<file path="config.mk">
export PLATFORM = sky130hd
export DESIGN_NAME = sram_logic_bist_control
export DESIGN_NICKNAME = d
export VERILOG_FILES = /design/src/verilog/bist_pkg.sv /design/src/verilog/self_test_engine.sv /design/src/verilog/sram_logic_bist_control.sv
export VERILOG_INCLUDE_DIRS = /design/src /design/src/verilog
export SDC_FILE = /design/constraint.sdc
export NUM_CORES = 1
export LEC_CHECK = 0
export BUFFER_PORTS_ARGS = -buffer_cell sky130_fd_sc_hd__buf_2
export CORE_MARGIN = 2
export CORE_UTILIZATION = 50
export CTS_BUF_LIST = sky130_fd_sc_hd__clkbuf_16
export DETAILED_ROUTE_END_ITERATION = 12
export PLACE_DENSITY = 0.77
export SYNTH_ARGS = -nofsm -noshare
export SYNTH_HDL_FRONTEND = slang
export SYNTH_SLANG_ARGS = --single-unit
</file>
<file path="constraint.sdc">
create_clock -name ref_clk -period 3.65 [get_ports ref_clk]
set_input_delay 0.73 -clock ref_clk [delete_from_list [all_inputs] [get_ports ref_clk]]
set_output_delay 0.73 -clock ref_clk [all_outputs]
set_load 0.005 [all_outputs]
</file>
<file path="src/verilog/bist_regs.svh">
// register indices, field positions, reset values and counts of the self-test controller
`ifndef BIST_REGS_SVH
`define BIST_REGS_SVH

`define SCRATCH_IDX 16'hA014
`define CTRL_IDX 16'hA016
`define IRQ_STATUS_IDX 16'hA018
`define IRQ_CLEAR_IDX 16'hA019
`define IRQ_ENABLE_IDX 16'hA01A

`define SCRATCH_RESET 8'h00
`define CTRL_RESET 8'h00

`define CTRL_MODE_MSB 7
`define CTRL_MODE_LSB 4
`define CTRL_RUNNING_BIT 3
`define CTRL_FAIL_BIT 1
`define CTRL_FINISH_BIT 0
`define CTRL_CMD_MSB 3
`define CTRL_CMD_LSB 0
`define MODE_MONITOR_BIT 3

`define CMD_START 4'h5
`define CMD_START_RESET 4'hA
`define CMD_CLEAR 4'h0

`define MODE_SEL_MEMORY 3'h1
`define MODE_SEL_LOGIC 3'h4

`define IRQ_FINISH_BIT 0
`define IRQ_FAIL_BIT 1

`define MEM_LAST_ADDR 10'h3FF
`define MEM_PATTERN 8'h55
`define LOGIC_TEST_CYCLES 16'h0400
`define LFSR_SEED 16'hACE1
`define LFSR_TAPS 16'hB400

`endif

</file>
<file path="src/verilog/bist_pkg.sv">
// types of the self-test controller
package bist_pkg;

	typedef enum logic [2:0] {
		ENG_IDLE,
		ENG_MEM_WRITE,
		ENG_MEM_READ,
		ENG_MEM_CHECK,
		ENG_LOGIC_RUN,
		ENG_DONE
	} engine_state_t;

	typedef struct packed {
		engine_state_t state;
		logic [9:0] mem_addr;
		logic [7:0] mem_wdata;
		logic mem_we;
		logic mem_re;
		logic error;
		logic [15:0] lfsr_a;
		logic [15:0] lfsr_b;
		logic [15:0] count;
		logic done;
		logic fail;
	} engine_regs_t;

	typedef struct packed {
		logic pin_sync1;
		logic pin_sync2;
		logic [3:0] mode;
		logic fail;
		logic finish;
		logic running;
		logic reset_after;
		logic [7:0] scratch;
		logic [1:0] irq_status;
		logic [1:0] irq_enable;
		logic ack;
		logic [31:0] readdata;
		logic sw_reset_pulse;
	} top_regs_t;

endpackage

</file>
<file path="src/verilog/self_test_engine.sv">
// sequencer that runs the memory march and the register logic signature test
`timescale 1ns/1ns
`include "bist_regs.svh"

module self_test_engine import bist_pkg::*; (
	input wire logic ref_clk,
	input wire logic reset,
	input wire logic start,
	input wire logic abort,
	input wire logic [2:0] mode_sel,
	input wire logic [7:0] mem_rdata,
	output logic busy,
	output logic done,
	output logic fail,
	output logic [9:0] mem_addr,
	output logic [7:0] mem_wdata,
	output logic mem_we,
	output logic mem_re
);

	engine_regs_t r_q;
	engine_regs_t r_d;

	function automatic logic [15:0] lfsr_step(input logic [15:0] v);
		lfsr_step = v[0] ? ((v >> 1) ^ `LFSR_TAPS) : (v >> 1);
	endfunction

	function automatic logic [7:0] pattern(input logic [9:0] a);
		pattern = a[7:0] ^ `MEM_PATTERN;
	endfunction

	//////////////////////////////////////////////////////////////////////////////
	always_comb begin
		r_d = r_q;
		r_d.done = 1'b0;
		r_d.fail = 1'b0;
		r_d.mem_we = 1'b0;
		r_d.mem_re = 1'b0;
		case (r_q.state)
			ENG_IDLE: begin
				if (start) begin
					r_d.error = 1'b0;
					r_d.mem_addr = 10'h000;
					r_d.count = 16'h0000;
					r_d.lfsr_a = `LFSR_SEED;
					r_d.lfsr_b = `LFSR_SEED;
					if (mode_sel == `MODE_SEL_MEMORY) begin
						r_d.state = ENG_MEM_WRITE;
						r_d.mem_we = 1'b1;
						r_d.mem_wdata = pattern(10'h000);
					end else if (mode_sel == `MODE_SEL_LOGIC) begin
						r_d.state = ENG_LOGIC_RUN;
					end else begin
						r_d.state = ENG_DONE;
					end
				end
			end
			ENG_MEM_WRITE: begin
				// memory contents are overwritten and not restored
				if (r_q.mem_addr == `MEM_LAST_ADDR) begin
					r_d.state = ENG_MEM_READ;
					r_d.mem_addr = 10'h000;
					r_d.mem_re = 1'b1;
				end else begin
					r_d.mem_addr = r_q.mem_addr + 10'h001;
					r_d.mem_wdata = pattern(r_q.mem_addr + 10'h001);
					r_d.mem_we = 1'b1;
				end
			end
			ENG_MEM_READ: begin
				r_d.state = ENG_MEM_CHECK;
			end
			ENG_MEM_CHECK: begin
				if (mem_rdata != pattern(r_q.mem_addr)) begin
					r_d.error = 1'b1;
				end
				if (r_q.mem_addr == `MEM_LAST_ADDR) begin
					r_d.state = ENG_DONE;
				end else begin
					r_d.state = ENG_MEM_READ;
					r_d.mem_addr = r_q.mem_addr + 10'h001;
					r_d.mem_re = 1'b1;
				end
			end
			ENG_LOGIC_RUN: begin
				r_d.lfsr_a = lfsr_step(r_q.lfsr_a);
				r_d.lfsr_b = lfsr_step(r_q.lfsr_b);
				r_d.count = r_q.count + 16'h0001;
				if (r_q.lfsr_a != r_q.lfsr_b || r_q.lfsr_a == 16'h0000) begin
					r_d.error = 1'b1;
				end
				if (r_q.count == `LOGIC_TEST_CYCLES - 16'h0001) begin
					r_d.state = ENG_DONE;
				end
			end
			ENG_DONE: begin
				r_d.state = ENG_IDLE;
				r_d.done = 1'b1;
				r_d.fail = r_q.error;
			end
			default: begin
				r_d.state = ENG_IDLE;
			end
		endcase
		if (abort) begin
			r_d.state = ENG_IDLE;
			r_d.done = 1'b0;
			r_d.fail = 1'b0;
			r_d.mem_we = 1'b0;
			r_d.mem_re = 1'b0;
		end
	end

	always_ff @(posedge ref_clk or posedge reset) begin
		if (reset) begin
			r_q <= '{state: ENG_IDLE, default: '0};
		end else begin
			r_q <= r_d;
		end
	end

	assign busy = (r_q.state != ENG_IDLE);
	assign done = r_q.done;
	assign fail = r_q.fail;
	assign mem_addr = r_q.mem_addr;
	assign mem_wdata = r_q.mem_wdata;
	assign mem_we = r_q.mem_we;
	assign mem_re = r_q.mem_re;

endmodule

</file>
<file path="src/verilog/sram_logic_bist_control.sv">
// self-test controller with command register, scratch byte and Avalon-MM slave
// Behaviour
// - a start command stalls the cpu until the self-test run is over.
// - processor context is not preserved across a run.
// - sram contents after a run are undefined and not restored.
// - mode, fail and finish survive software reset; pin and power-on reset clear them.
// - scratch byte is read/write and cleared only by power-on reset.
//
// Added by the designer: the Avalon-MM register port.
`timescale 1ns/1ns
`include "bist_regs.svh"

module sram_logic_bist_control import bist_pkg::*; (
	input wire logic ref_clk,
	input wire logic reset,
	input wire logic external_reset_pin_n,
	input wire logic soft_reset,
	input wire logic [17:0] avs_address,
	input wire logic avs_read,
	input wire logic avs_write,
	input wire logic [3:0] avs_byteenable,
	input wire logic [31:0] avs_writedata,
	output logic [31:0] avs_readdata,
	output logic avs_waitrequest,
	output logic cpu_stall,
	output logic sw_reset_request,
	output logic test_running_flag,
	output logic [1:0] monitor_pins,
	output logic irq,
	output logic [9:0] mem_addr,
	output logic [7:0] mem_wdata,
	output logic mem_we,
	output logic mem_re,
	input wire logic [7:0] mem_rdata
);

	top_regs_t r_q;
	top_regs_t r_d;
	logic eng_start;
	logic eng_abort;
	logic eng_busy;
	logic eng_done;
	logic eng_fail;
	logic pin_reset;
	logic access;
	logic [3:0] cmd;

	function automatic logic reg_hit(input logic [17:0] addr, input logic [15:0] idx);
		reg_hit = (addr == {idx, 2'b00});
	endfunction

	function automatic logic [7:0] ctrl_view(input top_regs_t r);
		ctrl_view = 8'h00;
		ctrl_view[`CTRL_MODE_MSB:`CTRL_MODE_LSB] = r.mode;
		ctrl_view[`CTRL_RUNNING_BIT] = r.running;
		ctrl_view[`CTRL_FAIL_BIT] = r.fail;
		ctrl_view[`CTRL_FINISH_BIT] = r.finish;
	endfunction

	//////////////////////////////////////////////////////////////////////////////
	// bus handshake: one wait cycle, readdata captured in the wait cycle
	assign access = (avs_read | avs_write) & ~r_q.ack;
	assign avs_waitrequest = access;
	assign avs_readdata = r_q.readdata;
	assign pin_reset = ~r_q.pin_sync2;
	assign cmd = avs_writedata[`CTRL_CMD_MSB:`CTRL_CMD_LSB];

	//////////////////////////////////////////////////////////////////////////////
	always_comb begin
		r_d = r_q;
		eng_start = 1'b0;
		eng_abort = 1'b0;
		r_d.sw_reset_pulse = 1'b0;
		r_d.pin_sync1 = external_reset_pin_n;
		r_d.pin_sync2 = r_q.pin_sync1;
		r_d.ack = access;

		if (access && avs_read) begin
			r_d.readdata = 32'h0000_0000;
			if (reg_hit(avs_address, `SCRATCH_IDX)) begin
				r_d.readdata[7:0] = r_q.scratch;
			end else if (reg_hit(avs_address, `CTRL_IDX)) begin
				r_d.readdata[7:0] = ctrl_view(r_q);
			end else if (reg_hit(avs_address, `IRQ_STATUS_IDX)) begin
				r_d.readdata[1:0] = r_q.irq_status;
			end else if (reg_hit(avs_address, `IRQ_ENABLE_IDX)) begin
				r_d.readdata[1:0] = r_q.irq_enable;
			end
		end

		if (r_q.ack && avs_write && avs_byteenable[0]) begin
			if (reg_hit(avs_address, `SCRATCH_IDX)) begin
				r_d.scratch = avs_writedata[7:0];
			end else if (reg_hit(avs_address, `IRQ_CLEAR_IDX)) begin
				r_d.irq_status = r_q.irq_status & ~avs_writedata[1:0];
			end else if (reg_hit(avs_address, `IRQ_ENABLE_IDX)) begin
				r_d.irq_enable = avs_writedata[1:0];
			end else if (reg_hit(avs_address, `CTRL_IDX)) begin
				if (!r_q.running) begin
					r_d.mode = avs_writedata[`CTRL_MODE_MSB:`CTRL_MODE_LSB];
				end
				case (cmd)
					`CMD_START, `CMD_START_RESET: begin
						if (!r_q.running) begin
							// a new command clears both flags; cpu stalls from here
							r_d.fail = 1'b0;
							r_d.finish = 1'b0;
							r_d.running = 1'b1;
							r_d.reset_after = (cmd == `CMD_START_RESET);
							eng_start = 1'b1;
						end
					end
					`CMD_CLEAR: begin
						r_d.fail = 1'b0;
						r_d.finish = 1'b0;
					end
					default: begin
						if (r_q.running) begin
							eng_abort = 1'b1;
							r_d.running = 1'b0;
							r_d.reset_after = 1'b0;
						end
					end
				endcase
			end
		end

		// engine events after the bus so that a set wins over a clear
		if (eng_done) begin
			r_d.running = 1'b0;
			r_d.finish = 1'b1;
			r_d.irq_status[`IRQ_FINISH_BIT] = 1'b1;
			r_d.sw_reset_pulse = r_q.reset_after;
			r_d.reset_after = 1'b0;
			if (eng_fail) begin
				r_d.fail = 1'b1;
				r_d.irq_status[`IRQ_FAIL_BIT] = 1'b1;
			end
		end

		// soft reset keeps mode, fail, finish and scratch
		if (soft_reset) begin
			eng_abort = 1'b1;
			r_d.running = 1'b0;
			r_d.reset_after = 1'b0;
			r_d.irq_status = 2'b00;
			r_d.irq_enable = 2'b00;
			r_d.sw_reset_pulse = 1'b0;
		end

		// pin reset clears all but the scratch byte
		if (pin_reset) begin
			eng_abort = 1'b1;
			r_d.mode = 4'(`CTRL_RESET >> `CTRL_MODE_LSB);
			r_d.fail = 1'b0;
			r_d.finish = 1'b0;
			r_d.running = 1'b0;
			r_d.reset_after = 1'b0;
			r_d.irq_status = 2'b00;
			r_d.irq_enable = 2'b00;
			r_d.sw_reset_pulse = 1'b0;
		end
	end

	always_ff @(posedge ref_clk or posedge reset) begin
		if (reset) begin
			r_q <= '{scratch: `SCRATCH_RESET, default: '0};
		end else begin
			r_q <= r_d;
		end
	end

	//////////////////////////////////////////////////////////////////////////////
	self_test_engine engine (
		.ref_clk(ref_clk),
		.reset(reset),
		.start(eng_start),
		.abort(eng_abort),
		.mode_sel(r_d.mode[2:0]),
		.mem_rdata(mem_rdata),
		.busy(eng_busy),
		.done(eng_done),
		.fail(eng_fail),
		.mem_addr(mem_addr),
		.mem_wdata(mem_wdata),
		.mem_we(mem_we),
		.mem_re(mem_re)
	);

	//////////////////////////////////////////////////////////////////////////////
	// no context is saved for the cpu; it simply waits
	assign cpu_stall = r_q.running | eng_busy;
	assign test_running_flag = r_q.running;
	assign sw_reset_request = r_q.sw_reset_pulse;
	assign monitor_pins = r_q.mode[`MODE_MONITOR_BIT] ? {r_q.running, r_q.fail} : 2'b00;
	assign irq = |(r_q.irq_status & r_q.irq_enable);

endmodule
</file>
# After elaboration in Yosys (flattened, before gate mapping)

Cells that the tools add are included.

Register bits after elaboration: 106
Bits of input ports: 68
Output and inout port bits: 59
Word-level logic and storage cells: 194

$add $sub $neg: 2
Equal/unequal tests: 53
Mux-type cells: 75
Bitwise gates (word level): 11
Reductions and logical operators: 27

Operators with widths:

| cell                  | number |
|---|---|
| $pmux 48 s2           | 1 |
| $eq 18x18->1 const B  | 5 |
| $mux 8                | 7 |
| $mux 49               | 1 |
| $mux 16               | 2 |
| $pmux 10 s3           | 1 |
| $mux 1                | 27 |
| $mux 2                | 12 |
| $mux 4                | 6 |
| $mux 22               | 1 |
| $ne 3x2->1 const B    | 7 |
| $mux 10               | 2 |
| $mux 20               | 1 |
| $ne 4x3->1 const B    | 5 |
| $mux 9                | 2 |
| $pmux 9 s2            | 1 |
| $add 16x1->16 const B | 1 |
| $eq 16x10->1 const B  | 1 |
| $logic_not 16->1      | 1 |
| $ne 16x16->1          | 1 |
| $mux 3                | 5 |
| $pmux 3 s5            | 1 |
| $ne 2x2->1 const B    | 7 |
| $ne 4x2->1 const B    | 3 |
| 39 further kinds      | 67 |

# Depth between registers and ports, before layout

Word-level depth: 18
Gate-level depth with buffers: 8
Gate-level depth less buffers: 7

# Hierarchy

From an unflattened synthesis, not the netlist that was laid out.

Cells, all modules: 635
Area total of the unflattened synthesis: 5913.2 sq um

Modules (own cells, without submodules):

| module                  | times used | cells an instance | area an instance (sq um) |
|---|---|---|---|
| self_test_engine        | 1          | 426               | 3857.4 |
| sram_logic_bist_control | 1          | 209               | 2055.7 |

# Worst setup path before layout

Ideal clock, no wire load.

Path type: input-to-reg
Start point: input avs_address[16]
End point: register engine.r_q, in the netlist engine.mem_wdata[0]
Setup time: 0.126 ns
Arrival time: 2.895 ns
Data required time: 3.524 ns
Path slack: 0.629 ns
Stages: 8
Path through: or4b_1 -> or4_4 -> buf_6 -> nor3_4 -> nand3_2 -> o21a_1 -> buf_6 -> a221o_1

Longest elaborated chain between the ends: 10

RTL lines:

| element                        | line                           | RTL |
|---|---|---|
| from (decl)                    | sram_logic_bist_control.sv:18  | `input wire logic [17:0] avs_address,` |
| $eq 18x18->1                   | sram_logic_bist_control.sv:49  | `reg_hit = (addr == {idx, 2'b00});` |
| $mux 8                         | sram_logic_bist_control.sv:98  | `` end else if (reg_hit(avs_address, `CTRL_IDX)) begin `` |
| $mux 8                         | sram_logic_bist_control.sv:96  | `` end else if (reg_hit(avs_address, `IRQ_ENABLE_IDX)) begin `` |
| $mux 8                         | sram_logic_bist_control.sv:94  | `` end else if (reg_hit(avs_address, `IRQ_CLEAR_IDX)) begin `` |
| $mux 8                         | sram_logic_bist_control.sv:92  | `` if (reg_hit(avs_address, `SCRATCH_IDX)) begin `` |
| $mux 20                        | sram_logic_bist_control.sv:91  | `if (r_q.ack && avs_write && avs_byteenable[0]) begin` |
| $mux 8                         | sram_logic_bist_control.sv:152 | `if (pin_reset) begin` |
| $eq 3x1->1 (no line)           | -                              |  |
| $ne 2x1->1 (no line)           | -                              |  |
| $reduce_and 4->1 (no line) (*) | -                              |  |
| to (signal assigned)           | self_test_engine.sv:118        | `r_q <= r_d;` |
| to (decl)                      | self_test_engine.sv:21         | `engine_regs_t r_q;` |

Every way passes the cells marked *; elsewhere a longest branch is shown, timed or not. The select of a mux whose other input is x is not followed.
A chain may end at the register's enable or synchronous reset.

# Final worst setup path

Same ends and word-level chain as after synthesis.

==> impl_metrics.json <==
{
  "final_common_cell": "dfrtp_1",
  "finalWeightedCongestion": 0.8334,
  "numPortBuffers": 75,
  "synthAdderAreaFrac_pct": 0.4340,
  "rsz0062_at_grt": "no",
  "dpl_cell_area_um2": 5946,
  "yosysUniqueCellTypes": 66,
  "final_nets": 717,
  "hp-class": "flip-flop to flip-flop",
  "power_density_nw_per_um2": 357.4,
  "crit_fanout": 9,
  "core_area_um2": 11320,
  "antenna_found_initial": 0,
  "power.total_w": 0.002228,
  "synthFlopType": "dfrtp_1",
  "leakage_nw": 2.758,
  "hpwl_um": 8500,
  "track_usage_pct": 19.47,
  "htree_levels": 3,
  "finalMaxSlewViolations": 0,
  "ff2ff_path_depth": 7,
  "status": "finished clean",
  "fin_skew_ns": 0.007815,
  "min_period_ns": 2.938,
  "cts_buffer_depth": 2,
  "grt_max_degree": 107,
  "vias": 4425,
  "grt_pass1_vias": 4283,
  "async_flop_share_pct": 100.0,
  "overflow": 0,
  "slowest_delay_ns": 0.58,
  "yosysWarnings": 0,
  "hold_end": "r_q[54]$_DFF_PP0_",
  "wl_per_cell_um": 15.05,
  "synth_area_per_cell_um2": 9.467,
  "regToRegStartpoint": "engine.mem_addr[0]$_DFFE_PP0P_",
  "clock-root-buffer": "clkbuf_16",
  "first_pass_iters": 5,
  "routed_wl_um": 11960,
  "stdcell_area_um2": 6233,
  "start_util_pct": 50.93,
  "timing.critical_path.cells": "buf_2 > or4b_1 > or4_4 > nor3_4 > nand3_2 > o21a_1 > a221o_1",
  "synth_area_um2": 5766,
  "fmax_mhz": 340.4,
  "hp-start": "r_d[54]$_DFF_PP0_",
  "mostFrequentLayoutCells": "106 x dfrtp_1, 91 x nand2_1, 75 x buf_2",
  "arrival_ns": 3.17,
  "synthXorXnorAreaFrac_pct": 6.076,
  "critPathCaptureType": "flip-flop",
  "cts.repair.resized": 0,
  "die_x_um": 111.4,
  "synthToLayoutAreaGrowth_pct": 8.116,
  "reg2reg_slack_ns": 1.03,
  "period_share_pct": 80.49,
  "syn_inst": 609,
  "setup_violations": 0,
  "drive_gt1_share_pct": 19.17,
  "synth_top_family_by_area": "simple AND/OR/NAND/NOR gates",
  "finalSetupTns_ns": 0,
  "clkTransAtPathRegs_ns": 0.07,
  "cts_setup_buffers": 0,
  "first_iter_violations": 354,
  "hold_depth": 0,
  "worstSetupStartpointType": "primary input",
  "fin_ws_ns": 0.7122,
  "drv_cap": 0,
  "r2r-end": "engine.mem_addr[0]$_DFFE_PP0P_",
  "route.detailed.drc": 0,
  "muxShareOfSynthArea_pct": 2.799,
  "slowest_stage": "or4_4",
  "clkLatencyLatePin_ns": 0.35,
  "antenna_left": 0,
  "die_y_um": 111.4,
  "holdBufCountCts": 0,
  "ys_seq_area_share_pct": 46.01,
  "placementRows": 39,
  "synth_edf_count": 0,
  "diodes": 0,
  "required_ns": 3.88,
  "hold_viol": 0,
  "crit_type": "primary input to flip-flop",
  "cts_sinks": 106,
  "synth-compound-area-share_pct": 13.13,
  "worstMarginPinSlew_ns": 0.7954,
  "ir_drop_v": 0.0003123,
  "slew_headroom_pct": 46.97,
  "io_pins": 127,
  "pre_cts_slack_ns": 0.3515,
  "numCtsBuffers": 9,
  "dieArea_um2": 12410,
  "cts_tree": "done",
  "yosys.area_share.simple_pct": 21.57,
  "via_per_inst": 5.566,
  "grt_pass1_wl_um": 20070,
  "ys_ff_latch": 106
}
worst max-delay path, delay by kind of cell:
kind / cells / cell delay, ns
AOI/OAI and AO/OA: 2 / 0.67
buffers and inverters: 1 / 0.10
and+or+nand+nor: 4 / 1.66
synthesized netlist by cell type, types with 4 or more instances:
cell type	number	area (um2)
dfrtp_1	106	2653
nand2_1	91	341.6
buf_4	50	375.4
o21ai_0	49	245.2
nor2_1	32	120.1
xnor2_1	26	227.7
clkbuf_1	20	75.07
a21oi_1	19	95.09
nand3_1	18	90.09
nor3_1	17	85.08
nor4_1	17	106.4
xor2_1	14	122.6
nand4_1	12	75.07
inv_1	10	37.54
mux2_2	9	101.4
nor2b_1	9	56.30
a31oi_1	7	43.79
mux2i_1	6	60.06
a22oi_1	5	37.54
and2_1	5	31.28
and3_1	5	31.28
a211o_1	4	35.03
a22o_1	4	35.03
nand3b_1	4	30.03
o22ai_1	4	25.02
how the worst max path moves through the flow:
stage,startpoint,end,slack [ns],depth (start not counted)
after floorplan,reset,avs_readdata[0]$_DFFE_PP0P_,0.13,1
after global placement,avs_address[16],engine.mem_wdata[0]$_DFFE_PP0P_,0.41,7
after detailed placement,avs_address[16],engine.mem_wdata[0]$_DFFE_PP0P_,0.35,7
after CTS,avs_address[16],engine.mem_wdata[0]$_DFFE_PP0P_,0.72,7
after global routing,avs_address[16],engine.mem_wdata[0]$_DFFE_PP0P_,0.63,7
final,avs_address[16],engine.mem_wdata[0]$_DFFE_PP0P_,0.71,7
area by class of cell:
cell class | instances | area [um2]
clock buffer | 9 | 225.2
clock inverter | 7 | 62.56
fill | 996 | 5087
inverter | 10 | 40.04
multi-input combinational | 438 | 2634
sequential | 106 | 2653
tap | 143 | 178.9
timing repair buffer | 82 | 440.4
registers in the layout (all words and copies together), names as in the netlist:
name,cells
sw_reset_request,1
engine.done,1
r_q,21
r_d,1
engine.mem_addr,10
test_running_flag,1
engine.mem_re,1
engine.mem_we,1
engine.r_q,52
avs_readdata,8
engine.mem_wdata,8
engine.fail,1
report_power, final:
group	switching (W)	internal [W]
logic	0.0000641	0.0000368
clock network	0.000417	0.000524
registers	0.00000521	0.00118
metrics by stage:
step	utilization (%)	instances	hold WS (ns)
6_report	55.06	795	0.3465
5_1_grt	55.06	795	0.3618
4_1_cts	55.06	795	0.3515
3_5_place_dp	52.52	779	0.3404
3_3_place_gp	52.52	779	0.3347
2_1_floorplan	-	632	0.3312
cell families (layout without fill, tap and decap cells):
group,Yosys count,after routing
multiplexers,15,15
XOR/XNOR,40,40
AO/OA/AOI/OAI,119,119
adder cells (fa/ha/maj),2,2
AND/OR/NAND/NOR,238,238
buffers and inverters,88,108
other,1,24
flip-flops,106,106
routing by layer:
metal / vias up / global-route usage [%] / share of wire, %
met5: - / 0 / 0
met4: 0 / 6.584 / 1.6
met3: 22 / 4.355 / 4.9
met2: 119 / 33.25 / 51
met1: 2151 / 24.64 / 42
li1: 2133 / - / -
Power figures use the tool's default switching activity.
